$ cat config.mk
export PLATFORM = sky130hd
export DESIGN_NAME = uprc_ctrl
export DESIGN_NICKNAME = d
export VERILOG_FILES = /design/src/uprc_pkg.sv /design/src/uprc_ctrl.sv
export SDC_FILE = /design/constraint.sdc
export NUM_CORES = 1
export LEC_CHECK = 0
export BUFFER_PORTS_ARGS = -buffer_cell sky130_fd_sc_hd__buf_2
export CAP_MARGIN = 20
export CELL_PAD_IN_SITES_DETAIL_PLACEMENT = 1
export CELL_PAD_IN_SITES_GLOBAL_PLACEMENT = 1
export CORE_UTILIZATION = 31
export DETAILED_ROUTE_END_ITERATION = 10
export HOLD_SLACK_MARGIN = 0.02
export PLACE_DENSITY_LB_ADDON = 0.1
export SLEW_MARGIN = 10
export SYNTH_ARGS = -nofsm -noshare
export SYNTH_HDL_FRONTEND = slang
export SYNTH_SLANG_ARGS = --single-unit
$ cat constraint.sdc
create_clock -name i_mclk -period 1 [get_ports i_mclk]
set_input_delay 0.05 -clock i_mclk [delete_from_list [all_inputs] [get_ports i_mclk]]
set_output_delay 0.05 -clock i_mclk [all_outputs]
set_load 0.1 [all_outputs]
$ cat src/uprc_pkg.sv
// package: register map and field positions for usb pin and regulator control
package uprc_pkg;
  localparam int ADDR_W = 8;
  localparam int DATA_W = 8;
  localparam logic [7:0] REG_REGULATOR_CONTROL = 8'h73;
  localparam logic [7:0] REG_TRANSCEIVER_CONFIG = 8'h74;
  localparam logic [7:0] RESET_VALUE = 8'h00;
  localparam int XCR_PULLUP_BIT = 7;
  localparam int XCR_OVERRIDE_BIT = 0;
  localparam int VRC_ON_BIT = 0;
  localparam int VRC_TRICKLE_BIT = 1;
  localparam logic FIELD_RESET = 1'h0;
  localparam logic GPIO_EN_RESET = 1'h1;
  localparam logic DRIVE_ON = 1'h1;
  localparam int SYNC_DEPTH = 2;
  localparam int PIN_COUNT = 3;
  localparam int PIN_USB_MODE = 0;
  localparam int PIN_PORT_BIT0 = 1;
  localparam int PIN_PORT_BIT1 = 2;
endpackage

$ cat src/uprc_ctrl.sv
// usb pin override, pull-up and 3.3v regulator control registers
//
// Implementation choice: strobed register access.
`timescale 1ns/1ps
`default_nettype none
module uprc_ctrl
  import uprc_pkg::*;
#(
  parameter int SYNC_STAGES = SYNC_DEPTH
) (
  input wire logic i_mclk,
  input wire logic i_nrst,
  input wire logic [ADDR_W-1:0] i_addr,
  input wire logic [DATA_W-1:0] i_wdata,
  input wire logic i_wr,
  input wire logic i_rd,
  output logic [DATA_W-1:0] o_rdata,
  input wire logic i_usb_mode,
  input wire logic i_port1_bit0,
  input wire logic i_port1_bit1,
  input wire logic i_xcvr_dm_oe,
  input wire logic i_xcvr_dm,
  input wire logic i_xcvr_dp_oe,
  input wire logic i_xcvr_dp,
  output logic o_dm_oe,
  output logic o_dm,
  output logic o_dp_oe,
  output logic o_dp,
  output logic o_pullup_on,
  output logic o_pullup_to_reg,
  output logic o_reg_out_on,
  output logic o_port1_bit2_gpio_en,
  output logic o_reg_trickle
);
  localparam int LAST_STAGE = SYNC_STAGES - 1;

  // implemented register fields
  logic pullup_en_q;
  logic override_q;
  logic reg_on_q;
  logic trickle_q;

  // bus decode
  logic sel_xcr;
  logic sel_vrc;
  logic wr_xcr;
  logic wr_vrc;
  logic [DATA_W-1:0] rdata_d;

  // pin-side inputs before and after synchronisation
  logic [PIN_COUNT-1:0] pin_raw;
  logic [PIN_COUNT-1:0] pin_sync;
  logic forcing;

  // next values of the usb pin drive
  logic dm_oe_d;
  logic dm_d;
  logic dp_oe_d;
  logic dp_d;

  always_comb begin
    sel_xcr = 1'h0;
    sel_vrc = 1'h0;
    if (i_addr == REG_TRANSCEIVER_CONFIG) begin
      sel_xcr = 1'h1;
    end else if (i_addr == REG_REGULATOR_CONTROL) begin
      sel_vrc = 1'h1;
    end
  end

  assign wr_xcr = i_wr && sel_xcr;
  assign wr_vrc = i_wr && sel_vrc;

  // only the implemented fields are stored; reserved bits drop on write
  always_ff @(posedge i_mclk) begin
    if (!i_nrst) begin
      pullup_en_q <= FIELD_RESET;
    end else if (wr_xcr) begin
      pullup_en_q <= i_wdata[XCR_PULLUP_BIT];
    end
  end

  always_ff @(posedge i_mclk) begin
    if (!i_nrst) begin
      override_q <= FIELD_RESET;
    end else if (wr_xcr) begin
      override_q <= i_wdata[XCR_OVERRIDE_BIT];
    end
  end

  always_ff @(posedge i_mclk) begin
    if (!i_nrst) begin
      reg_on_q <= FIELD_RESET;
    end else if (wr_vrc) begin
      reg_on_q <= i_wdata[VRC_ON_BIT];
    end
  end

  always_ff @(posedge i_mclk) begin
    if (!i_nrst) begin
      trickle_q <= FIELD_RESET;
    end else if (wr_vrc) begin
      trickle_q <= i_wdata[VRC_TRICKLE_BIT];
    end
  end

  // unmapped addresses and reserved bits read as zero
  always_comb begin
    rdata_d = RESET_VALUE;
    if (!i_rd) begin
      rdata_d = RESET_VALUE;
    end else if (sel_xcr) begin
      rdata_d[XCR_PULLUP_BIT] = pullup_en_q;
      rdata_d[XCR_OVERRIDE_BIT] = override_q;
    end else if (sel_vrc) begin
      rdata_d[VRC_ON_BIT] = reg_on_q;
      rdata_d[VRC_TRICKLE_BIT] = trickle_q;
    end
  end

  // read data stands for exactly the one cycle after the strobe
  always_ff @(posedge i_mclk) begin
    if (!i_nrst) begin
      o_rdata <= RESET_VALUE;
    end else begin
      o_rdata <= rdata_d;
    end
  end

  assign pin_raw[PIN_USB_MODE] = i_usb_mode;
  assign pin_raw[PIN_PORT_BIT0] = i_port1_bit0;
  assign pin_raw[PIN_PORT_BIT1] = i_port1_bit1;

  // pin-side inputs come from outside the clock domain
  for (genvar g = 0; g < PIN_COUNT; g++) begin : g_sync
    logic [SYNC_STAGES-1:0] stage_q;
    always_ff @(posedge i_mclk) begin
      if (!i_nrst) begin
        stage_q <= '0;
      end else begin
        stage_q <= {stage_q[LAST_STAGE-1:0], pin_raw[g]};
      end
    end
    assign pin_sync[g] = stage_q[LAST_STAGE];
  end

  // override only takes the pins while they are in usb mode
  assign forcing = override_q && pin_sync[PIN_USB_MODE];

  // usb pins only; forcing drives D- from port bit1 and D+ from port bit0
  always_comb begin
    if (forcing) begin
      dm_oe_d = DRIVE_ON;
      dm_d = pin_sync[PIN_PORT_BIT1];
      dp_oe_d = DRIVE_ON;
      dp_d = pin_sync[PIN_PORT_BIT0];
    end else begin
      dm_oe_d = i_xcvr_dm_oe;
      dm_d = i_xcvr_dm;
      dp_oe_d = i_xcvr_dp_oe;
      dp_d = i_xcvr_dp;
    end
  end

  always_ff @(posedge i_mclk) begin
    if (!i_nrst) begin
      o_dm_oe <= FIELD_RESET;
      o_dm <= FIELD_RESET;
    end else begin
      o_dm_oe <= dm_oe_d;
      o_dm <= dm_d;
    end
  end

  always_ff @(posedge i_mclk) begin
    if (!i_nrst) begin
      o_dp_oe <= FIELD_RESET;
      o_dp <= FIELD_RESET;
    end else begin
      o_dp_oe <= dp_oe_d;
      o_dp <= dp_d;
    end
  end

  always_ff @(posedge i_mclk) begin
    if (!i_nrst) begin
      o_pullup_on <= FIELD_RESET;
    end else begin
      o_pullup_on <= pullup_en_q;
    end
  end

  // pull-up rail follows the regulator so D- never sees two supplies
  always_ff @(posedge i_mclk) begin
    if (!i_nrst) begin
      o_pullup_to_reg <= FIELD_RESET;
    end else begin
      o_pullup_to_reg <= pullup_en_q && reg_on_q;
    end
  end

  // o_port1_bit2_gpio_en drops and trickle is masked in hardware while the regulator output is on
  always_ff @(posedge i_mclk) begin
    if (!i_nrst) begin
      o_reg_out_on <= FIELD_RESET;
    end else begin
      o_reg_out_on <= reg_on_q;
    end
  end

  always_ff @(posedge i_mclk) begin
    if (!i_nrst) begin
      o_port1_bit2_gpio_en <= GPIO_EN_RESET;
    end else begin
      o_port1_bit2_gpio_en <= !reg_on_q;
    end
  end

  always_ff @(posedge i_mclk) begin
    if (!i_nrst) begin
      o_reg_trickle <= FIELD_RESET;
    end else begin
      o_reg_trickle <= trickle_q && !reg_on_q;
    end
  end
endmodule
`default_nettype wire

Word-level counts from Yosys, hierarchy flattened
Index checks and enable logic that the tools add are counted.
- bits in registers: 27
- input port bits: 27
- word-level logic and storage cells: 43
- bitwise logic cells: 3
- multiplexer cells: 9
- eq/ne operators: 2
- reductions and logical operators: 9
- operators with widths (operator ; count):
    $eq 8x7->1 const B ; 2
    $mux 1 ; 8
    $logic_and 1x1->1 ; 5
    $reduce_or 4->1 ; 1
    $not 1->1 ; 3
    $reduce_and 3->1 ; 1
    $mux 2 ; 1
    $reduce_and 2->1 ; 1
    $logic_not 1->1 ; 1

Longest topological paths before layout
Gate-level depths: netlist of the first run.
- depth after elaboration: 5
- gate-level depth with buffers: 4

Worst setup path before layout of the first run
No wires, ideal clock.
- path kind: reg-to-output
- from: register o_dm
- to: output o_dm
- arrival: 0.909 ns
- stages on the path, launching flop included: 1
- slack: 0.041 ns
- buffers on the path: 0
- cells stage by stage: dfxtp_1
- RTL lines (element ; RTL line ; source):
    from (decl) ; uprc_ctrl.sv:26 ; output logic o_dm,
    from (signal assigned) ; uprc_ctrl.sv:171 ; o_dm <= dm_d;
No word-level cell between the ends.

Worst setup path after layout of the first run
- from: register o_pullup_on
- to: output o_pullup_on
- RTL lines (element ; RTL line ; source):
    from (decl) ; uprc_ctrl.sv:29 ; output logic o_pullup_on,
    from (signal assigned) ; uprc_ctrl.sv:189 ; o_pullup_on <= pullup_en_q;
No word-level cell between the ends.

==> results of run 1 <==
[timing repair]
item | in CTS | in global routing
hold endpoints to repair | 10 | 0
resized for setup | 0 | 1
setup endpoints to repair | 0 | 1
hold buffers | 10 | 0
[tightest hold or removal path, delay by kind of cell]
family | cells | cell delay, ns
muxes | 1 | 0.11
and+or+nand+nor | 1 | 0.06
buffers and inverters | 1 | 0.12
[layout make-up]
type | count | area [sq um] | share of cell area [%]
Tap cell | 30 | 37.5 | 2.85
Timing Repair Buffer | 44 | 453 | 34.4
Inverter | 3 | 11.3 | 0.856
Sequential cell | 22 | 442 | 33.6
Multi-Input combinational cell | 47 | 335 | 25.5
Clock buffer | 4 | 36.3 | 2.76
[worst max-delay path by stage]
stage	from	end	slack, ns	cells after the start
2_1_floorplan	o_dm	o_dm	0.04	0
3_3_place_gp	i_addr[2]	reg_on_q	0.07	4
3_5_place_dp	i_addr[7]	override_q	0.05	4
4_1_cts	o_pullup_on	o_pullup_on	0.07	1
5_1_grt	override_q	o_dp	0.04	3
6_report	o_pullup_on	o_pullup_on	0.08	1
[cell usage after synthesis]
cell / number / area share [%]
nor2b_1: 1 / 0.77
a21boi_0: 2 / 1.8
buf_2: 1 / 0.61
o21a_1: 2 / 1.8
inv_1: 3 / 1.4
nand4bb_4: 1 / 3.4
and3b_1: 2 / 2.1
nor3_2: 1 / 1.2
dfxtp_1: 22 / 54
nand2_1: 14 / 6.4
mux2i_1: 4 / 4.9
nand2b_4: 1 / 1.7
and2_1: 7 / 5.4
nor4_4: 1 / 2.6
conb_1: 1 / 0.46
buf_4: 5 / 4.6
clkbuf_1: 1 / 0.46
nor3b_4: 1 / 2.3
a22oi_1: 1 / 0.92
nor3b_1: 1 / 0.92
and3_1: 2 / 1.5
and3_2: 1 / 0.92
[report_power, final]
part           switching [uW]  internal [uW]  total, uW
combinational             200            115        315
sequential               9.27            896        906
clock                     252            222        473
[metal layers]
layer  part of all wire, %  wire [um]  vias up  global-route usage (%)
met5                     0          0        -                       0
met4                  0.77         12        0                    5.26
met3                   3.7         58        2                    2.59
met2                    51        801       19                    20.6
met1                    44        685      281                    15.2
li1                      -          -      322                       -
[metrics by stage]
step                      setup slack, ns  utilization [%]
final                              0.0825             53.1
after global routing               0.0416             53.1
after global placement             0.0700             47.5
after detailed placement           0.0483             47.5
after CTS                          0.0710             53.0
after floorplan                    0.0410                -
[kinds of logic (layout without fill, tap and decap cells)]
group / count (synthesis) / after routing
DFF: 22 / 22
other: 1 / 5
muxes: 4 / 4
AOI/OAI and AO/OA: 5 / 5
buffers and inverters: 10 / 51
and+or+nand+nor: 33 / 33
[layout by cell type, fill, tap and decap left out, drive strengths merged, types with 2 or more instances in the layout]
cell type,Yosys,final
a21boi,2,2
nand2,14,14
buf,6,34
clkbuf,1,4
mux2i,4,4
nor3b,2,2
and2,7,7
and3,3,3
dlygate4sd3,0,10
inv,3,3
conb,1,5
o21a,2,2
dfxtp,22,22
and3b,2,2
==> flow_summary_export.csv, run 1 <==
group,metric,value,unit
outcome,status,"complete, no violations",
sta,worst_clock_skew,0.00544,ns
finish,nets,148,
finish,nFillCells,282,
worst_hold_path,holdPathStages,3,
placement,port_buffers,33,
clock_network,cts_sinks,22,
worst_setup_path,reg2reg_depth,3,
floorplanning,start_util,33.0,%
detailed_routing,wl_per_cell,10.4,um
global_route,overflow,0,
clock_network,cts.htree.levels,1,
floorplanning,io_pins,44,
worst_setup_path,worstPathCellList,"buf_12",
worst_setup_path,path_buf_inv,1,
worst_hold_path,holdCritStartpoint,"i_addr[0]",
yosys,synth_compound_area_share,4.59,%
worst_setup_path,cpLargestDelayFamily,"flip-flops",
global_route,antenna_found_initial,0,
finish,largest_reg_flops,6,
worst_setup_path,endpoint_kind,"output pin",
yosys,yosysUniqueCellTypes,22,
sta,setup_viol,0,
worst_setup_path,start_kind,"flop",
clock_network,cts_made_buffers,3,
yosys,synthSimpleGateAreaFrac,29.2,%
worst_setup_path,worstPathRequired,0.95,ns
sta,drv_slew,0,
worst_setup_path,cp_max_fo,1,
sta,fin_setup_tns,0,ns
sta,holdWs,0.0664,ns
clock_network,root_buffer,"clkbuf_4",
worst_setup_path,r2r_end,"o_dp",
clock_network,cts.clk_slew.worst_paths,0.12,ns
worst_setup_path,slowest_stage,"dfxtp_1",
detailed_routing,drc,0,
detailed_routing,ant_nets,0,
yosys,ys_ff_latch,22,
global_route,grt_pass1_wl,2.49,mm
worst_setup_path,cp_slowest_stage_delay,0.38,ns
placement,place_area,0.00118,sq mm
pwr,powerDensity,1290,mW/mm^2
worst_setup_path,arrival,0.87,ns
worst_setup_path,r2r_start,"override_q",
clock_network,cts_tree,"yes",
worst_setup_path,r2r_slack,0.14,ns
sta,hold_viol,0,
yosys,netlist_area,818,sq um
clock_network,postCtsSetupRepairBufs,0,
yosys,netlist_instances,75,
yosys,synthAdderAreaFrac,0,%
finish,antenna_cells,0,
sta,fin_crit,0.917,ns
finish,fin_area,0.00132,sq mm
detailed_routing,viasPerCell,4.16,
finish,top_regs,"g_sync.stage_q x6, o_rdata x3",
pwr,leakage,0.000600,uW
global_route,grt_usage,12.4,%
clock_network,cts_buffer_depth,2,
floorplanning,core,0.00248,sq mm
placement,gp_congestion,0.658,
global_route,grt_max_degree,13,
detailed_routing,drtIter0Drc,6,
yosys,synth_top_family_by_area,"simple AND/OR/NAND/NOR gates",
yosys,synth-seq-area-share,53.8,%
yosys,synth.avg_cell_area,10.9,sq um
floorplanning,fp.dieW,53.4,um
worst_hold_path,holdPathEnd,"override_q",
placement,placed_cells,136,
pwr,power,1690,uW
sta,grt_setup_unrepaired,"no",
flow_run,cap_violations,0,
worst_setup_path,critPathKind,"flop to output pin",
sta,finalCritPeriodShare,91.7,%
clock_network,clkLatencyLatePin,0.30,ns
finish,syn2layout_area_growth,60.7,%
finish,instances_no_fill,150,
sta,fmax,1090,MHz
yosys,synthMuxAreaShare,4.89,%
detailed_routing,drtPass1Iterations,2,
global_route,grt_pass1_vias,585,
pwr,vdd_drop_max,935,uV
finish,top_register,"g_sync.stage_q",
placement,detailed_place_hpwl,1.18,mm
finish,drive_above_1_share,37.5,%
yosys,yosys.area_share.xor_xnor,0,%
yosys,yosys_warnings,0,
worst_hold_path,hold_path.class,"input pin to flop",
floorplanning,dieArea,0.00285,sq mm
detailed_routing,vias,624,
floorplanning,rows,18,
detailed_routing,wirelength,1.56,mm
floorplanning,dieHeight,53.4,um
Note: power is estimated with default switching activity, not from simulation.
==> run 2, diff against run 1 <==
==> constraint.sdc (replaced) <==
create_clock -name i_mclk -period 1 [get_ports i_mclk]
set_input_delay 0.2 -clock i_mclk [delete_from_list [all_inputs] [get_ports i_mclk]]
set_output_delay 0.2 -clock i_mclk [all_outputs]
set_load 0.1 [all_outputs]
==> flow_summary_export.csv, run 2 (synthesis results as in run 1) <==
group,metric,value,unit
finish,instances_no_fill,141,
finish,syn2layout_area_growth,50.3,%
finish,nets,140,
worst_setup_path,r2r_start,"override_q",
outcome,status,"finished with violations",
worst_hold_path,holdCritStartpoint,"i_port1_bit1",
finish,antenna_cells,0,
worst_setup_path,r2r_slack,0.13,ns
worst_setup_path,worstPathCellList,"buf_12",
clock_network,cts_made_buffers,3,
detailed_routing,wl_per_cell,9.97,um
placement,detailed_place_hpwl,1.22,mm
worst_hold_path,holdPathStages,2,
floorplanning,fp.dieW,53.4,um
finish,nFillCells,275,
detailed_routing,wirelength,1.41,mm
pwr,powerDensity,1270,mW/mm^2
worst_setup_path,path_buf_inv,1,
clock_network,clkLatencyLatePin,0.29,ns
clock_network,cts_sinks,22,
placement,gp_congestion,0.731,
worst_setup_path,reg2reg_depth,3,
sta,finalCritPeriodShare,103,%
clock_network,cts_tree,"yes",
worst_setup_path,r2r_end,"o_dm",
finish,drive_above_1_share,51.4,%
outcome,violations,"negative setup slack",
global_route,overflow,0,
worst_setup_path,slowest_stage,"dfxtp_2",
placement,placed_cells,138,
worst_hold_path,hold_path.class,"input pin to flop",
worst_setup_path,cp_slowest_stage_delay,0.36,ns
global_route,grt_max_degree,12,
placement,port_buffers,33,
worst_setup_path,cp_num_cells,1,
clock_network,root_buffer,"clkbuf_4",
pwr,p_switching,431,uW
sta,drv_slew,0,
pwr,p_clk_share,23.5,%
flow_run,cap_violations,0,
worst_setup_path,critPathKind,"flop to output pin",
detailed_routing,ant_nets,0,
detailed_routing,vias,598,
finish,top_regs,"g_sync.stage_q x6, o_rdata x3",
floorplanning,core,0.00248,sq mm
sta,setup_ws,-0.0254,ns
sta,fin_crit,1.03,ns
sta,worst_clock_skew,0.00762,ns
pwr,leakage,0.000564,uW
global_route,grt_pass1_vias,548,
detailed_routing,drtPass1Iterations,1,
finish,final_util,49.6,%
pwr,sequentialPowerShare,58.0,%
finish,layout_common_cells,"21 x buf_2, 14 x nand2_1, 12 x dfxtp_2, 12 x buf_12, 10 x dfxtp_1",
worst_setup_path,start_kind,"flop",
floorplanning,dieHeight,53.4,um
worst_setup_path,endpoint_kind,"output pin",
finish,fin_area,0.00123,sq mm
detailed_routing,viasPerCell,4.24,
floorplanning,start_util,33.0,%
floorplanning,dieArea,0.00285,sq mm
sta,holdWs,0.100,ns
global_route,grt_usage,11.4,%
placement,place_area,0.00121,sq mm
global_route,antenna_found_initial,0,
sta,setup_viol,12,
worst_hold_path,holdPathEnd,"g_sync[2].stage_q[0]",
pwr,vdd_drop_max,924,uV
finish,layout_commonest_cell,"buf_2",
clock_network,cts_buffer_depth,2,
floorplanning,io_pins,44,
clock_network,postCtsSetupRepairBufs,0,
clock_network,cts.clk_slew.worst_paths,0.11,ns
finish,largest_reg_flops,6,
pwr,p_int,1130,uW
worst_setup_path,arrival,0.83,ns
clock_network,cts-resized-gates,0,
detailed_routing,drtIter0Drc,0,
worst_setup_path,cp_max_fo,1,
detailed_routing,drc,0,
sta,grt_setup_unrepaired,"yes",
sta,fmax,975,MHz
worst_setup_path,cpLargestDelayFamily,"flip-flops",
global_route,grt_pass1_wl,2.24,mm
sta,fin_setup_tns,-0.146,ns
finish,top_register,"g_sync.stage_q",
pwr,pwr-share-comb,18.5,%
pwr,switching_share,27.6,%
floorplanning,rows,18,
clock_network,cts.htree.levels,1,
worst_setup_path,worstPathRequired,0.80,ns
sta,hold_viol,0,
## run 2: worst max-delay path by stage
stage                         start                    to  slack (ns)
2_1_floorplan             i_addr[7]              reg_on_q        0.07
3_3_place_gp              i_addr[7]           pullup_en_q       -0.08
3_5_place_dp              i_addr[7]           pullup_en_q       -0.09
4_1_cts               o_reg_trickle         o_reg_trickle       -0.04
5_1_grt        o_port1_bit2_gpio_en  o_port1_bit2_gpio_en       -0.07
6_report                o_pullup_on           o_pullup_on       -0.03
## run 2: cell type report
| type | instances | area (sq um) | share of cell area [%] |
|---|---|---|---|
| multi-input cells | 47 | 335 | 27.3 |
| clock buffers | 3 | 22.5 | 1.83 |
| inverters | 3 | 11.3 | 0.916 |
| flip-flops and latches | 22 | 455 | 37.0 |
| well taps | 30 | 37.5 | 3.05 |
| repair buffers | 36 | 368 | 29.9 |
## run 2: routing by layer
metal	wire, um	global-route usage (%)	share of wire, %
met5	0	0	0
met4	10	3.95	0.71
met3	78	5.17	5.5
met2	745	20.2	53
met1	572	11.7	41
## run 2: through the flow
step | worst slack [ns] | total power [uW]
4_1_cts | -0.0358 | 1580
5_1_grt | -0.0676 | 1640
3_3_place_gp | -0.0756 | 1210
6_report | -0.0254 | 1560
3_5_place_dp | -0.0926 | 1220
2_1_floorplan | 0.0678 | 1130
## run 2: power groups by stage
stage	Combinational (uW)	Sequential, uW	Clock, uW
after floorplan	146	986	0
final	290	906	367
after CTS	292	907	384
after detailed placement	292	927	0
after global routing	305	908	426
after global placement	286	927	0
## run 2: timing repair
item,CTS,global route
hold buffers,0,0
setup endpoints to repair,12,12
gates cloned,0,0
==> run 3, diff against run 2 <==
==> constraint.sdc (replaced) <==
create_clock -name i_mclk -period 1.1 [get_ports i_mclk]
set_input_delay 0.22 -clock i_mclk [delete_from_list [all_inputs] [get_ports i_mclk]]
set_output_delay 0.22 -clock i_mclk [all_outputs]
set_load 0.1 [all_outputs]
==> flow_summary_export.csv, run 3 (synthesis results as in run 1) <==
group,metric,value,unit
global_route,grt_usage,11.5,%
worst_setup_path,critPathKind,"flop to output pin",
worst_setup_path,worstPathCellList,"buf_12",
placement,pre_cts_ws,-0.0253,ns
worst_setup_path,endpoint_kind,"output pin",
worst_setup_path,path_buf_inv,1,
floorplanning,dieHeight,53.4,um
clock_network,cts_made_buffers,3,
finish,final_util,49.9,%
worst_setup_path,start_kind,"flop",
floorplanning,start_util,33.0,%
detailed_routing,drc,0,
floorplanning,dieArea,0.00285,sq mm
finish,syn2layout_area_growth,51.1,%
worst_setup_path,worstPathRequired,0.88,ns
sta,setup_viol,0,
detailed_routing,wirelength,1.39,mm
finish,multi_input_area,335,sq um
worst_hold_path,hold_path.class,"input pin to flop",
finish,largest_reg_flops,6,
clock_network,cts_sinks,22,
sta,setup_ws,0.0546,ns
sta,worst_clock_skew,0.00521,ns
sta,holdWs,0.120,ns
clock_network,cts-resized-gates,0,
global_route,antenna_found_initial,0,
detailed_routing,vias,580,
finish,layout_commonest_cell,"buf_2",
sta,fin_crit,1.05,ns
worst_setup_path,cp_slowest_stage_delay,0.36,ns
global_route,overflow,0,
detailed_routing,wl_per_cell,9.84,um
sta,hold_viol,0,
detailed_routing,viasPerCell,4.11,
finish,drive_above_1_share,51.4,%
floorplanning,fp.dieW,53.4,um
floorplanning,rows,18,
finish,top_register,"g_sync.stage_q",
sta,fmax,957,MHz
sta,fin_setup_tns,0,ns
pwr,vdd_drop_max,819,uV
sta,finalCritPeriodShare,95.0,%
detailed_routing,drtIter0Drc,6,
flow_run,cap_violations,0,
global_route,grt_pass1_vias,519,
finish,top_regs,"g_sync.stage_q x6, o_rdata x3",
clock_network,cts.clk_slew.worst_paths,0.11,ns
clock_network,cts_tree,"yes",
finish,layout_common_cells,"21 x buf_2, 14 x nand2_1, 12 x dfxtp_2, 12 x buf_12, 10 x dfxtp_1",
pwr,powerDensity,1210,mW/mm^2
outcome,status,"complete, no violations",
detailed_routing,drtPass1Iterations,2,
finish,antenna_cells,0,
placement,detailed_place_hpwl,1.15,mm
worst_setup_path,slowest_stage,"dfxtp_2",
floorplanning,io_pins,44,
clock_network,postCtsSetupRepairBufs,0,
pwr,leakage,0.000567,uW
placement,port_buffers,33,
clock_network,root_buffer,"clkbuf_4",
global_route,grt_pass1_wl,2.21,mm
sta,drv_slew,0,
clock_network,cts_buffer_depth,2,
floorplanning,core,0.00248,sq mm
finish,nFillCells,286,
sta,grt_setup_unrepaired,"no",
clock_network,cts.htree.levels,1,
worst_setup_path,cpLargestDelayFamily,"flip-flops",
placement,gp_congestion,0.700,
worst_setup_path,cp_max_fo,1,
finish,nets,139,
worst_setup_path,arrival,0.83,ns
finish,regArea,455,sq um
detailed_routing,ant_nets,0,
global_route,grt_max_degree,13,
clock_network,clkLatencyLatePin,0.29,ns
clock_network,hold_buffers,0,
-- run 3: layout make-up --
class	count	share of cell area [%]
flip-flops and latches	22	36.8
repair buffers	35	29.1
multi-input cells	47	27.1
well taps	30	3.04
clock buffers	4	2.94
inverters	3	0.911
-- run 3: power breakdown --
group	internal (uW)	switching, uW	leakage [uW]
Clock	202	215	0.0000210
Sequential	816	8.35	0.000184
Combinational	83.5	177	0.000362
Total	1100	400	0.000567
-- run 3: worst paths after layout --
| check | start | slack, ns | cells after the start | end |
|---|---|---|---|---|
| worst min register to register | g_sync[0].stage_q[0] | 0.45 | 1 | g_sync[0].stage_q[1] |
| worst max-delay path | o_pullup_on | 0.05 | 1 | o_pullup_on |
| worst min-delay path | i_port1_bit0 | 0.12 | 2 | g_sync[1].stage_q[0] |
| worst max register to register | override_q | 0.15 | 3 | o_dm |
-- run 3: per-layer routing --
layer / vias to the layer above / track usage, % / share of wire (%)
li1: 305 / - / -
met3: 2 / 5.17 / 4.3
met2: 17 / 18.1 / 50
met1: 256 / 13.0 / 45
met4: 0 / 5.26 / 1.4
met5: - / 0 / 0
-- run 3: metrics by stage --
stage          power [uW]  area (sq um)  instances
2_1_floorplan        1030           848         79
3_3_place_gp         1100          1200        137
3_5_place_dp         1100          1200        137
4_1_cts              1520          1240        141
5_1_grt              1580          1240        141
6_report             1500          1240        141
